[src/verilog/sps_regs_pkg.sv]
package sps_regs_pkg;

  localparam logic [7:0] SPS_OFS_DP_CTRL2 = 8'h1A;
  localparam logic [7:0] SPS_OFS_CRC_ERRS = 8'h1B;
  localparam logic [7:0] SPS_OFS_PIN_LOW = 8'h1C;
  localparam logic [7:0] SPS_OFS_PIN_HIGH = 8'h1D;
  localparam logic [7:0] SPS_OFS_PORT_SEL = 8'h1E;

  // datapath_control_second fields
  localparam int SPS_DP_SURROUND_BIT = 0;
  localparam int SPS_DP_WIDE_BIT = 1;
  localparam int SPS_DP_AUX_AUDIO_BIT = 3;
  localparam logic [7:0] SPS_DP_WMASK = 8'h03;
  localparam logic [7:0] SPS_DP_RESET = 8'h01;

  // link_port_access_select fields
  localparam int SPS_SEL_PRIMARY_BIT = 0;
  localparam int SPS_SEL_SECONDARY_BIT = 1;
  localparam int SPS_SEL_SECOND_ADDR_BIT = 2;
  localparam logic [7:0] SPS_SEL_WMASK = 8'h07;
  localparam logic [7:0] SPS_SEL_RESET = 8'h01;

  // pin status layout
  localparam logic [7:0] SPS_PIN_LOW_MASK = 8'hEF;
  localparam logic [7:0] SPS_PIN_HIGH_MASK = 8'h01;
  localparam int SPS_PIN_COUNT = 9;
  localparam int SPS_PIN_HIGH_IDX = 8;

  localparam logic [7:0] SPS_CRC_RESET = 8'h00;
  localparam logic [7:0] SPS_CRC_MAX = 8'hFF;
  localparam logic [7:0] SPS_ZERO_BYTE = 8'h00;

  // added to the device id to form the secondary i2c address
  localparam logic [6:0] SPS_SECOND_ADDR_STEP = 7'h01;

  localparam int SPS_SYNC_STAGES = 2;

endpackage

[src/verilog/sps_sync2.sv]
`timescale 1ns/100ps
module sps_sync2 #(
  parameter int WIDTH = 1
) (
  input wire logic clk,
  input wire logic [WIDTH-1:0] async_in,
  output logic [WIDTH-1:0] sync_out
);

  logic [WIDTH-1:0] meta_q;
  logic [WIDTH-1:0] sync_q;

  // first stage feeds only the second stage; kept out of reset so that a
  // strap held through reset is already settled when reset is released
  always_ff @(posedge clk) begin
    meta_q <= async_in;
    sync_q <= meta_q;
  end

  assign sync_out = sync_q;

endmodule

[src/verilog/sps_port_status_regs.sv]
// Function
// - wide mode 0: 24 data bits plus three sync controls; 1: 28 data bits.
// - surround bit 0: 2 or 4 channel audio; 1: 5.1 or 7.1 channel audio.
// - surround audio only travels over the data-island I2S transport.
// - in a repeater, in-band I2S detection overrides the surround bit.
// - self-test return CRC errors counted in 8 bits, saturating at 255.
// - error counter clears on new self-test start or dedicated clear control.
// - low pin status: bits 0-3 and 5-7 show pin levels, bit 4 reserved.
// - high pin status: bit 0 shows pin 8 level, bits 7:1 reserved.
// - second-address enable makes device answer a second address for secondary port.
// - second address is the 7-bit device identifier plus one.
// - secondary select: primary address writes and reads secondary plus shared registers.
// - primary select: primary address writes and reads primary plus shared registers.
// - with both selects set, primary address reads return secondary registers.
// - port selects are ignored while second-address enable is set.
// - secondary audio bit is read-only, showing aux audio strapped at power-up.
`timescale 1ns/100ps
module sps_port_status_regs
  import sps_regs_pkg::*;
(
  input wire logic clk,
  input wire logic rst,
  // register access port from the i2c slave engine
  input wire logic [6:0] device_id,
  input wire logic reg_req,
  input wire logic reg_wr,
  input wire logic [6:0] reg_target,
  input wire logic [7:0] reg_addr,
  input wire logic [7:0] reg_wdata,
  output logic reg_ack_q,
  output logic [7:0] reg_rdata_q,
  // pins
  input wire logic [8:0] io_pin_level,
  input wire logic mode_strap_input,
  // self-test error events
  input wire logic selftest_active,
  input wire logic selftest_crc_error,
  input wire logic selftest_crc_clear,
  // audio mode detection for repeater use
  input wire logic repeater_mode,
  input wire logic inband_surround_detect,
  // per-port datapath configuration, plus shared second-address enable and strapped aux audio
  output logic primary_wide_data_mode_q,
  output logic primary_sync_ctrl_carried_q,
  output logic primary_surround_audio_q,
  output logic primary_data_island_i2s_q,
  output logic secondary_wide_data_mode_q,
  output logic secondary_sync_ctrl_carried_q,
  output logic secondary_surround_audio_q,
  output logic secondary_data_island_i2s_q,
  output logic second_address_enable_q,
  output logic aux_audio_enable_q
);

  logic [7:0] dp_primary_q;
  logic [7:0] dp_secondary_q;
  logic [7:0] crc_errs_q;
  logic [7:0] port_sel_q;
  logic [7:0] pin_low_q;
  logic [7:0] pin_high_q;
  logic strap_taken_q;
  logic selftest_active_q;

  logic [9:0] pin_sync;
  logic [8:0] io_level_sync;
  logic strap_sync;

  logic [6:0] second_addr;
  logic hit_primary;
  logic hit_second;
  logic wr_primary_bank;
  logic wr_secondary_bank;
  logic rd_secondary_bank;
  logic do_write;
  logic do_read;
  logic selftest_start;
  logic [7:0] rdata_d;
  logic selects_bypassed;
  logic wr_dp_primary;
  logic wr_dp_secondary;
  logic wr_port_sel;
  logic crc_clear_event;
  logic crc_count_event;
  logic primary_surround_d;
  logic secondary_surround_d;

  function automatic logic [7:0] sps_dp_read(input logic [7:0] ctrl, input logic aux);
    logic [7:0] v;
    v = ctrl & SPS_DP_WMASK;
    v[SPS_DP_AUX_AUDIO_BIT] = aux;
    return v;
  endfunction

  function automatic logic sps_surround(input logic [7:0] ctrl, input logic rpt,
                                        input logic detect);
    logic s;
    s = ctrl[SPS_DP_SURROUND_BIT];
    if (rpt) begin
      s = detect;
    end
    return s;
  endfunction

  // register offset match shared by the write strobes
  function automatic logic sps_at(input logic [7:0] addr, input logic [7:0] ofs);
    return addr == ofs;
  endfunction

  // saturating step of the error counter, never wraps past the top
  function automatic logic [7:0] sps_sat_inc(input logic [7:0] v);
    logic [7:0] n;
    n = v;
    if (v != SPS_CRC_MAX) begin
      n = v + 8'h01;
    end
    return n;
  endfunction

  sps_sync2 #(
    .WIDTH(10)
  ) u_pin_sync (
    .clk(clk),
    .async_in({mode_strap_input, io_pin_level}),
    .sync_out(pin_sync)
  );

  assign io_level_sync = pin_sync[8:0];
  assign strap_sync = pin_sync[9];

  // address decode
  assign second_addr = 7'(device_id + SPS_SECOND_ADDR_STEP);
  assign selects_bypassed = port_sel_q[SPS_SEL_SECOND_ADDR_BIT];
  assign hit_primary = (reg_target == device_id);
  assign hit_second = selects_bypassed && (reg_target == second_addr);
  assign do_write = reg_req && reg_wr && (hit_primary || hit_second);
  assign do_read = reg_req && !reg_wr && (hit_primary || hit_second);

  // write strobes, one per writable register
  assign wr_dp_primary = do_write && wr_primary_bank && sps_at(reg_addr, SPS_OFS_DP_CTRL2);
  assign wr_dp_secondary = do_write && wr_secondary_bank && sps_at(reg_addr, SPS_OFS_DP_CTRL2);
  assign wr_port_sel = do_write && sps_at(reg_addr, SPS_OFS_PORT_SEL);

  always_comb begin
    wr_primary_bank = 1'b0;
    wr_secondary_bank = 1'b0;
    rd_secondary_bank = 1'b0;
    if (hit_second) begin
      wr_secondary_bank = 1'b1;
      rd_secondary_bank = 1'b1;
    end else if (hit_primary) begin
      if (selects_bypassed) begin
        wr_primary_bank = 1'b1;
        rd_secondary_bank = 1'b0;
      end else begin
        wr_primary_bank = port_sel_q[SPS_SEL_PRIMARY_BIT];
        wr_secondary_bank = port_sel_q[SPS_SEL_SECONDARY_BIT];
        rd_secondary_bank = port_sel_q[SPS_SEL_SECONDARY_BIT];
      end
    end
  end

  // per-port datapath control
  always_ff @(posedge clk) begin
    if (rst) begin
      dp_primary_q <= SPS_DP_RESET;
    end else if (wr_dp_primary) begin
      dp_primary_q <= reg_wdata & SPS_DP_WMASK;
    end
  end

  always_ff @(posedge clk) begin
    if (rst) begin
      dp_secondary_q <= SPS_DP_RESET;
    end else if (wr_dp_secondary) begin
      dp_secondary_q <= reg_wdata & SPS_DP_WMASK;
    end
  end

  // shared port-select register
  always_ff @(posedge clk) begin
    if (rst) begin
      port_sel_q <= SPS_SEL_RESET;
    end else if (wr_port_sel) begin
      port_sel_q <= reg_wdata & SPS_SEL_WMASK;
    end
  end

  // strap caught once after reset release
  always_ff @(posedge clk) begin
    if (rst) begin
      strap_taken_q <= 1'b0;
      aux_audio_enable_q <= 1'b0;
    end else if (!strap_taken_q) begin
      strap_taken_q <= 1'b1;
      aux_audio_enable_q <= strap_sync;
    end
  end

  // self-test return CRC error counter
  always_ff @(posedge clk) begin
    if (rst) begin
      selftest_active_q <= 1'b0;
    end else begin
      selftest_active_q <= selftest_active;
    end
  end

  assign selftest_start = selftest_active && !selftest_active_q;

  // counter events; errors outside a self-test are not counted
  assign crc_clear_event = selftest_start || selftest_crc_clear;
  assign crc_count_event = selftest_active && selftest_crc_error;

  always_ff @(posedge clk) begin
    if (rst) begin
      crc_errs_q <= SPS_CRC_RESET;
    end else if (crc_clear_event) begin
      // an error in the clearing cycle is still counted
      if (crc_count_event) begin
        crc_errs_q <= SPS_CRC_RESET + 8'h01;
      end else begin
        crc_errs_q <= SPS_CRC_RESET;
      end
    end else if (crc_count_event) begin
      crc_errs_q <= sps_sat_inc(crc_errs_q);
    end
  end

  // pin status capture
  always_ff @(posedge clk) begin
    if (rst) begin
      pin_low_q <= SPS_ZERO_BYTE;
    end else begin
      pin_low_q <= io_level_sync[7:0] & SPS_PIN_LOW_MASK;
    end
  end

  always_ff @(posedge clk) begin
    if (rst) begin
      pin_high_q <= SPS_ZERO_BYTE;
    end else begin
      pin_high_q <= {7'h00, io_level_sync[SPS_PIN_HIGH_IDX]} & SPS_PIN_HIGH_MASK;
    end
  end

  // read data
  always_comb begin
    rdata_d = SPS_ZERO_BYTE;
    case (reg_addr)
      SPS_OFS_DP_CTRL2: begin
        if (rd_secondary_bank) begin
          rdata_d = sps_dp_read(dp_secondary_q, aux_audio_enable_q);
        end else begin
          rdata_d = sps_dp_read(dp_primary_q, aux_audio_enable_q);
        end
      end
      SPS_OFS_CRC_ERRS: rdata_d = crc_errs_q;
      SPS_OFS_PIN_LOW: rdata_d = pin_low_q;
      SPS_OFS_PIN_HIGH: rdata_d = pin_high_q;
      SPS_OFS_PORT_SEL: rdata_d = port_sel_q;
      default: rdata_d = SPS_ZERO_BYTE;
    endcase
  end

  always_ff @(posedge clk) begin
    if (rst) begin
      reg_ack_q <= 1'b0;
    end else begin
      reg_ack_q <= do_write || do_read;
    end
  end

  // read data stands only in the ack cycle of a read
  always_ff @(posedge clk) begin
    if (rst) begin
      reg_rdata_q <= SPS_ZERO_BYTE;
    end else if (do_read) begin
      reg_rdata_q <= rdata_d;
    end else begin
      reg_rdata_q <= SPS_ZERO_BYTE;
    end
  end

  // effective surround per port; the repeater override reaches both ports
  assign primary_surround_d = sps_surround(dp_primary_q, repeater_mode,
                                           inband_surround_detect);
  assign secondary_surround_d = sps_surround(dp_secondary_q, repeater_mode,
                                             inband_surround_detect);

  // data width per port
  always_ff @(posedge clk) begin
    if (rst) begin
      primary_wide_data_mode_q <= 1'b0;
      primary_sync_ctrl_carried_q <= 1'b1;
    end else begin
      primary_wide_data_mode_q <= dp_primary_q[SPS_DP_WIDE_BIT];
      primary_sync_ctrl_carried_q <= !dp_primary_q[SPS_DP_WIDE_BIT];
    end
  end

  always_ff @(posedge clk) begin
    if (rst) begin
      secondary_wide_data_mode_q <= 1'b0;
      secondary_sync_ctrl_carried_q <= 1'b1;
    end else begin
      secondary_wide_data_mode_q <= dp_secondary_q[SPS_DP_WIDE_BIT];
      secondary_sync_ctrl_carried_q <= !dp_secondary_q[SPS_DP_WIDE_BIT];
    end
  end

  // surround audio always rides the data-island transport
  always_ff @(posedge clk) begin
    if (rst) begin
      primary_surround_audio_q <= 1'b0;
      primary_data_island_i2s_q <= 1'b0;
    end else begin
      primary_surround_audio_q <= primary_surround_d;
      primary_data_island_i2s_q <= primary_surround_d;
    end
  end

  always_ff @(posedge clk) begin
    if (rst) begin
      secondary_surround_audio_q <= 1'b0;
      secondary_data_island_i2s_q <= 1'b0;
    end else begin
      secondary_surround_audio_q <= secondary_surround_d;
      secondary_data_island_i2s_q <= secondary_surround_d;
    end
  end

  always_ff @(posedge clk) begin
    if (rst) begin
      second_address_enable_q <= 1'b0;
    end else begin
      second_address_enable_q <= port_sel_q[SPS_SEL_SECOND_ADDR_BIT];
    end
  end

endmodule

[config.mk]
export PLATFORM = sky130hd
export DESIGN_NAME = sps_port_status_regs
export DESIGN_NICKNAME = d
export VERILOG_FILES = /design/src/verilog/sps_regs_pkg.sv /design/src/verilog/sps_sync2.sv /design/src/verilog/sps_port_status_regs.sv
export SDC_FILE = /design/constraint.sdc
export NUM_CORES = 1
export LEC_CHECK = 0
export ABC_AREA = 1
export BUFFER_PORTS_ARGS = -buffer_cell sky130_fd_sc_hd__buf_4
export CORE_AREA = 2 2 60 119
export CTS_CLUSTER_DIAMETER = 50
export CTS_CLUSTER_SIZE = 24
export DETAILED_ROUTE_END_ITERATION = 16
export DIE_AREA = 0 0 62 121
export PLACE_DENSITY = 0.61
export SLEW_MARGIN = 20
export SYNTH_ARGS = -nofsm -noshare
export SYNTH_HDL_FRONTEND = slang
export SYNTH_SLANG_ARGS = --single-unit
[constraint.sdc]
create_clock -name clk -period 1.8 [get_ports clk]
set_input_delay 0 -clock clk [delete_from_list [all_inputs] [get_ports clk]]
set_output_delay 0 -clock clk [all_outputs]
set_load 0.05 [all_outputs]
After elaboration in Yosys (flattened, before gate mapping)
Index checks and enable logic that the tools add are counted.
Widths: inputs -> output; s select.
- reductions and logical operators: 23
- mux-type cells: 15
- add/sub/neg operators: 2
- equal/unequal tests: 8
- bitwise logic cells: 1
- operator list (operator ; number):
    $eq 8x5->1 const B ; 5
    $pmux 8 s5 ; 1
    $mux 8 ; 3
    $eq 7x7->1 ; 2
    $logic_and 1x1->1 ; 12
    $mux 1 ; 10
    $add 8x1->8 const B ; 1
    $ne 8x8->1 const B ; 1
    $add 7x1->7 const B ; 1
    $logic_not 1->1 ; 4
    $reduce_bool 2->1 ; 2
    $logic_or 1x1->1 ; 3
    $mux 2 ; 1
    $reduce_and 2->1 ; 1
    $reduce_or 2->1 ; 1
    $not 1->1 ; 1
- output and inout bits: 19
- register bits: 70

Longest topological paths before layout
- word-level depth: 7
- depth in mapped cells: 14
- gate-level depth less buffers: 14

By module
A second synthesis with hierarchy kept.
- cell total of the unflattened synthesis: 328
- area total of the unflattened synthesis: 2523.7 µm²
- modules (own cells, without submodules) (module ; area an instance (µm²) ; cells an instance ; sequential area each (µm²) ; instances):
    sps_port_status_regs ; 2123.3 ; 308 ; 840.8 ; 1
    sps_sync2 ; 400.4 ; 20 ; 400.4 ; 1

Worst setup path after synthesis
No wires, ideal clock.
- kind: register to register
- start: register crc_errs_q[0]
- end: register crc_errs_q[4]
- cell stages (with the launch flop): 11
- arrival: 1.371 ns
- library setup time: 0.116 ns
- period minus slack after synthesis: 1.487 ns
- slack: 0.313 ns
- cell sequence: dfxtp_1 > ha_1 > nand2_1 > nor3_1 > nand3_1 > nand2_1 > inv_1 > o21bai_1 > o21bai_1 > o21ai_0 > nor2_1
- longest elaborated chain between the ends: 4
- elaborated cells on any way between the ends: 7
- those cells by class: add/sub: 1; eq/ne: 1; mux: 3; reduce/logical: 2
- ends and longest elaborated chain (what ; RTL line ; source):
    from (decl) ; sps_port_status_regs.sv:57 ; logic [7:0] crc_errs_q;
    from (signal assigned) ; sps_port_status_regs.sv:220 ; crc_errs_q <= SPS_CRC_RESET + 8'h01;
    from (signal assigned) ; sps_port_status_regs.sv:225 ; crc_errs_q <= sps_sat_inc(crc_errs_q);
    $add 8x1->8 ; sps_port_status_regs.sv:114 ; n = v + 8'h01;
    $mux 8 ; sps_port_status_regs.sv:113 ; if (v != SPS_CRC_MAX) begin
    $mux 8 ; sps_port_status_regs.sv:224 ; end else if (crc_count_event) begin
    $mux 8 ; sps_port_status_regs.sv:217 ; end else if (crc_clear_event) begin
Parallel ways exist; a longest one is shown, timed or not. The select of a mux whose other input is x is not followed.
A chain may end at the register's enable or synchronous reset.

Worst setup path after layout
Ends and elaborated chain as after synthesis.

==> qor.csv <==
metric,value,unit
outcome,finished clean,
WP data required,2.02,ns
Hold/Removal Path Class,in2reg,
clock power share,48.0,%
sequential power share,42.8,%
cell-internal power,2480,uW
Boundary Pins,68,
clk sinks,60,
Fin. Hold Viols,0,
mapped cell area,2580,sq um
sequential area share after synthesis,46.6,%
most used flip-flop cell after synthesis,dfxtp_1,
Fill cells,633,
Peak supply drop,0.000681,V
fmax,623,MHz
post-route clock period utilization,89.1,%
Worst path most repeated cell,nand2_1,
CTS Buf Count,9,
number of global-route vias before repair,2187,
CTS tree,yes,
PortBufs,61,
Placed Instances,484,
vias post-DR,2310,
critical path arrival,1.83,ns
drt first pass iters,4,
Routed Antenna Nets,0,
Worst Tran Pin Value,0.449,ns
Final setup viols,0,
ratio of cells with drive above 1 in the final layout,25.9,%
Layout Nets,475,
RSZ-0062 raised after global routing,false,
xor/xnor share of the synthesized area,1.02,%
Synth Area in Adders,0.970,%
synthesized instance count,339,
Yosys warning count,0,
clk root buf,clkbuf_16,
Yosys cell types,33,
footprint of the multi-input gates,1110,sq um
Yosys top cell area share,46.6,%
Rows,42,
DRC Markers,0,
Yosys top cell by area,dfxtp_1,
synthesized flop and latch total,60,
Mapped Nets,390,
core area,6570,sq um
worst-skew pair later-pin latency,0.33,ns
Vias/cell,4.47,
final worst setup slack,0.195,ns
P per Cell Area,904,nW/um^2
Critical Path Sink Type,register,
first-pass GRT wire length,9090,um
Worst Path Max Fanout,7,
die area,7500,sq um
H-tree Lvls,3,
Post-synth EDFFs,0,
Max Cap Violations,0,
mux contribution to synthesized area,0,%
CP Cell Sequence,ha_1 > nand2_1 > nor3_2 > nand3_1 > nand2_1 > inv_2 > o21bai_2 > o21bai_1 > o21ai_0 > nor2_1,
synth top area cells,"dfxtp_1, nand2_1, inv_1",
Max-slew headroom,70.0,%
Synth Area in Compound Gates,9.84,%
Iteration-0 DRC Markers,75,
switching pwr,757,uW
post-DP HPWL,4320,um
clock skew,0.00669,ns
Synth Area per Inst,7.61,sq um
critical path's slowest cell,dfxtp_1,
Placer Congestion,0.864,
n_diodes,0,
Setup CP Type,reg2reg,
Post-Route WL,5520,um
crit path launch type,register,
Fin Setup TNS,0,ns
starting density of the core,39.3,%
largest family of logic cells by synthesized area,simple AND/OR/NAND/NOR gates,
clock buffer depth,2,
Leak,0.00170,uW
"slowest stage delay, CP",0.37,ns
final cell count without fillers,517,
Pins Over Slew Limit,0,
pre-CTS worst setup slack,0.0632,ns
Post-CTS Setup Bufs,0,
WL/cell,10.7,um
Sw Ratio,23.4,%
"Reg clk slew, reported paths",0.05,ns
asr flop ratio synth,0,%
GRT Total Usage,16.6,%
Logic pwr share,9.3,%
largest net degree at the start of global routing,19,
Synth Area in Simple Gates,31.0,%
initial antenna violation count,0,
die span in x,62,um
Seq. cell area,1200,sq um
Final min period,1.60,ns
grt ovf,0,
Area Growth Syn to Fin,38.6,%
Die H,121,um
==> cell type report <==
class                      count  share of cell area, %
multi-input combinational    210                   31.1
tap                           88                   3.08
sequential                    60                   33.6
clock buffer                  11                   6.79
inverter                      65                   6.82
clock inverter                 5                   1.01
timing repair buffer          78                   17.6
==> power groups by stage <==
| stage | clock, uW | combinational, uW | sequential [uW] |
|---|---|---|---|
| 5_1_grt | 1660 | 334 | 1390 |
| 6_report | 1550 | 299 | 1380 |
| 2_1_floorplan | 0 | 138 | 1420 |
| 3_5_place_dp | 0 | 271 | 1410 |
| 3_3_place_gp | 0 | 266 | 1410 |
| 4_1_cts | 1580 | 301 | 1380 |
==> cells in the final DEF, fill, tap and decap left out, types with 2 or more instances in the layout <==
| cell | n |
|---|---|
| nand2_1 | 77 |
| inv_1 | 61 |
| buf_4 | 61 |
| dfxtp_1 | 60 |
| nor2_1 | 37 |
| dlygate4sd3_1 | 17 |
| nand3_1 | 15 |
| a21oi_1 | 12 |
| nand4_1 | 10 |
| o21ai_0 | 9 |
| clkbuf_16 | 9 |
| nor2_2 | 7 |
| a21oi_2 | 6 |
| nand3_2 | 5 |
| nand2_4 | 5 |
| o22ai_1 | 3 |
| clkinvlp_4 | 3 |
| clkinv_1 | 2 |
| inv_2 | 2 |
| xor2_1 | 2 |
| a31oi_1 | 2 |
| nor3_1 | 2 |
| o21ai_2 | 2 |
| nand2_2 | 2 |
| nor2_4 | 2 |
| ha_1 | 2 |
==> state kept, by name, indices dropped and copies added (netlist names) <==
| register | flops |
|---|---|
| reg_ack_q | 1 |
| selftest_active_q | 1 |
| secondary_data_island_i2s_q | 1 |
| aux_audio_enable_q | 1 |
| dp_primary_q | 2 |
| strap_taken_q | 1 |
| pin_low_q | 7 |
| primary_sync_ctrl_carried_q | 1 |
| second_address_enable_q | 1 |
| primary_wide_data_mode_q | 1 |
| secondary_wide_data_mode_q | 1 |
| dp_secondary_q | 2 |
| primary_data_island_i2s_q | 1 |
| reg_rdata_q | 8 |
| u_pin_sync.meta_q | 9 |
| port_sel_q | 3 |
| u_pin_sync.sync_out | 9 |
| secondary_sync_ctrl_carried_q | 1 |
| pin_high_q | 1 |
| crc_errs_q | 8 |
==> synth_stat cells, types with 3 or more instances <==
master   instances
a21oi_1         12
a21oi_2          6
dfxtp_1         60
inv_1           62
nand2_1         77
nand2_4          5
nand3_1         15
nand3_2          5
nand4_1         10
nor2_1          37
nor2_2           7
nor3_1           3
o21ai_0          9
o22ai_1          3
==> routing by layer <==
layer,GRT usage (%),routed length (um),up-vias
met1,16.9,2050,1013
met4,10.1,179,0
met5,0,0,-
li1,-,-,1225
met2,28.1,3020,60
met3,4.69,265,12
==> cell families after synthesis <==
family	Yosys count
AND/OR/NAND/NOR	166
buffers and inverters	69
flip-flops	60
AO/OA/AOI/OAI	39
XOR/XNOR	3
adder cells (fa/ha/maj)	2
==> timing repair <==
item	in CTS	in global routing
setup endpoints to repair	0	5
resized for setup	0	3
hold buffers	17	0
hold endpoints to repair	18	0
==> stage by stage <==
| step | hold slack [ns] | power (uW) | instance area (sq um) | util, % |
|---|---|---|---|---|
| 2_1_floorplan | 0.0277 | 1560 | 2580 | - |
| 3_3_place_gp | 0.105 | 1680 | 3120 | 47.5 |
| 3_5_place_dp | 0.105 | 1680 | 3120 | 47.5 |
| 4_1_cts | 0.0158 | 3270 | 3570 | 54.3 |
| 5_1_grt | 0.0213 | 3380 | 3580 | 54.4 |
| 6_report | 0.0195 | 3230 | 3580 | 54.4 |
==> final timing paths <==
path                                startpoint                        endpoint  slack, ns  depth (start not counted)
setup / recovery    crc_errs_q[0]$_SDFFE_PP0P_      crc_errs_q[4]$_SDFFE_PP0P_       0.20                         10
hold / removal                             rst         pin_low_q[3]$_SDFF_PP0_       0.02                          2
hold reg to reg   u_pin_sync.meta_q[6]$_DFF_P_  u_pin_sync.sync_out[6]$_DFF_P_       0.32                          0
setup reg to reg    crc_errs_q[0]$_SDFFE_PP0P_      crc_errs_q[4]$_SDFFE_PP0P_       0.20                         10
==> critical path, delay by kind of cell (launching register included) <==
family                     cells  cell delay (ns)
and+or+nand+nor                5             0.53
buffers and inverters          1             0.10
adders and majority gates      1             0.18
DFF                            1             0.37
AOI/OAI and AO/OA              3             0.31
(Power assumes the default switching activity.)
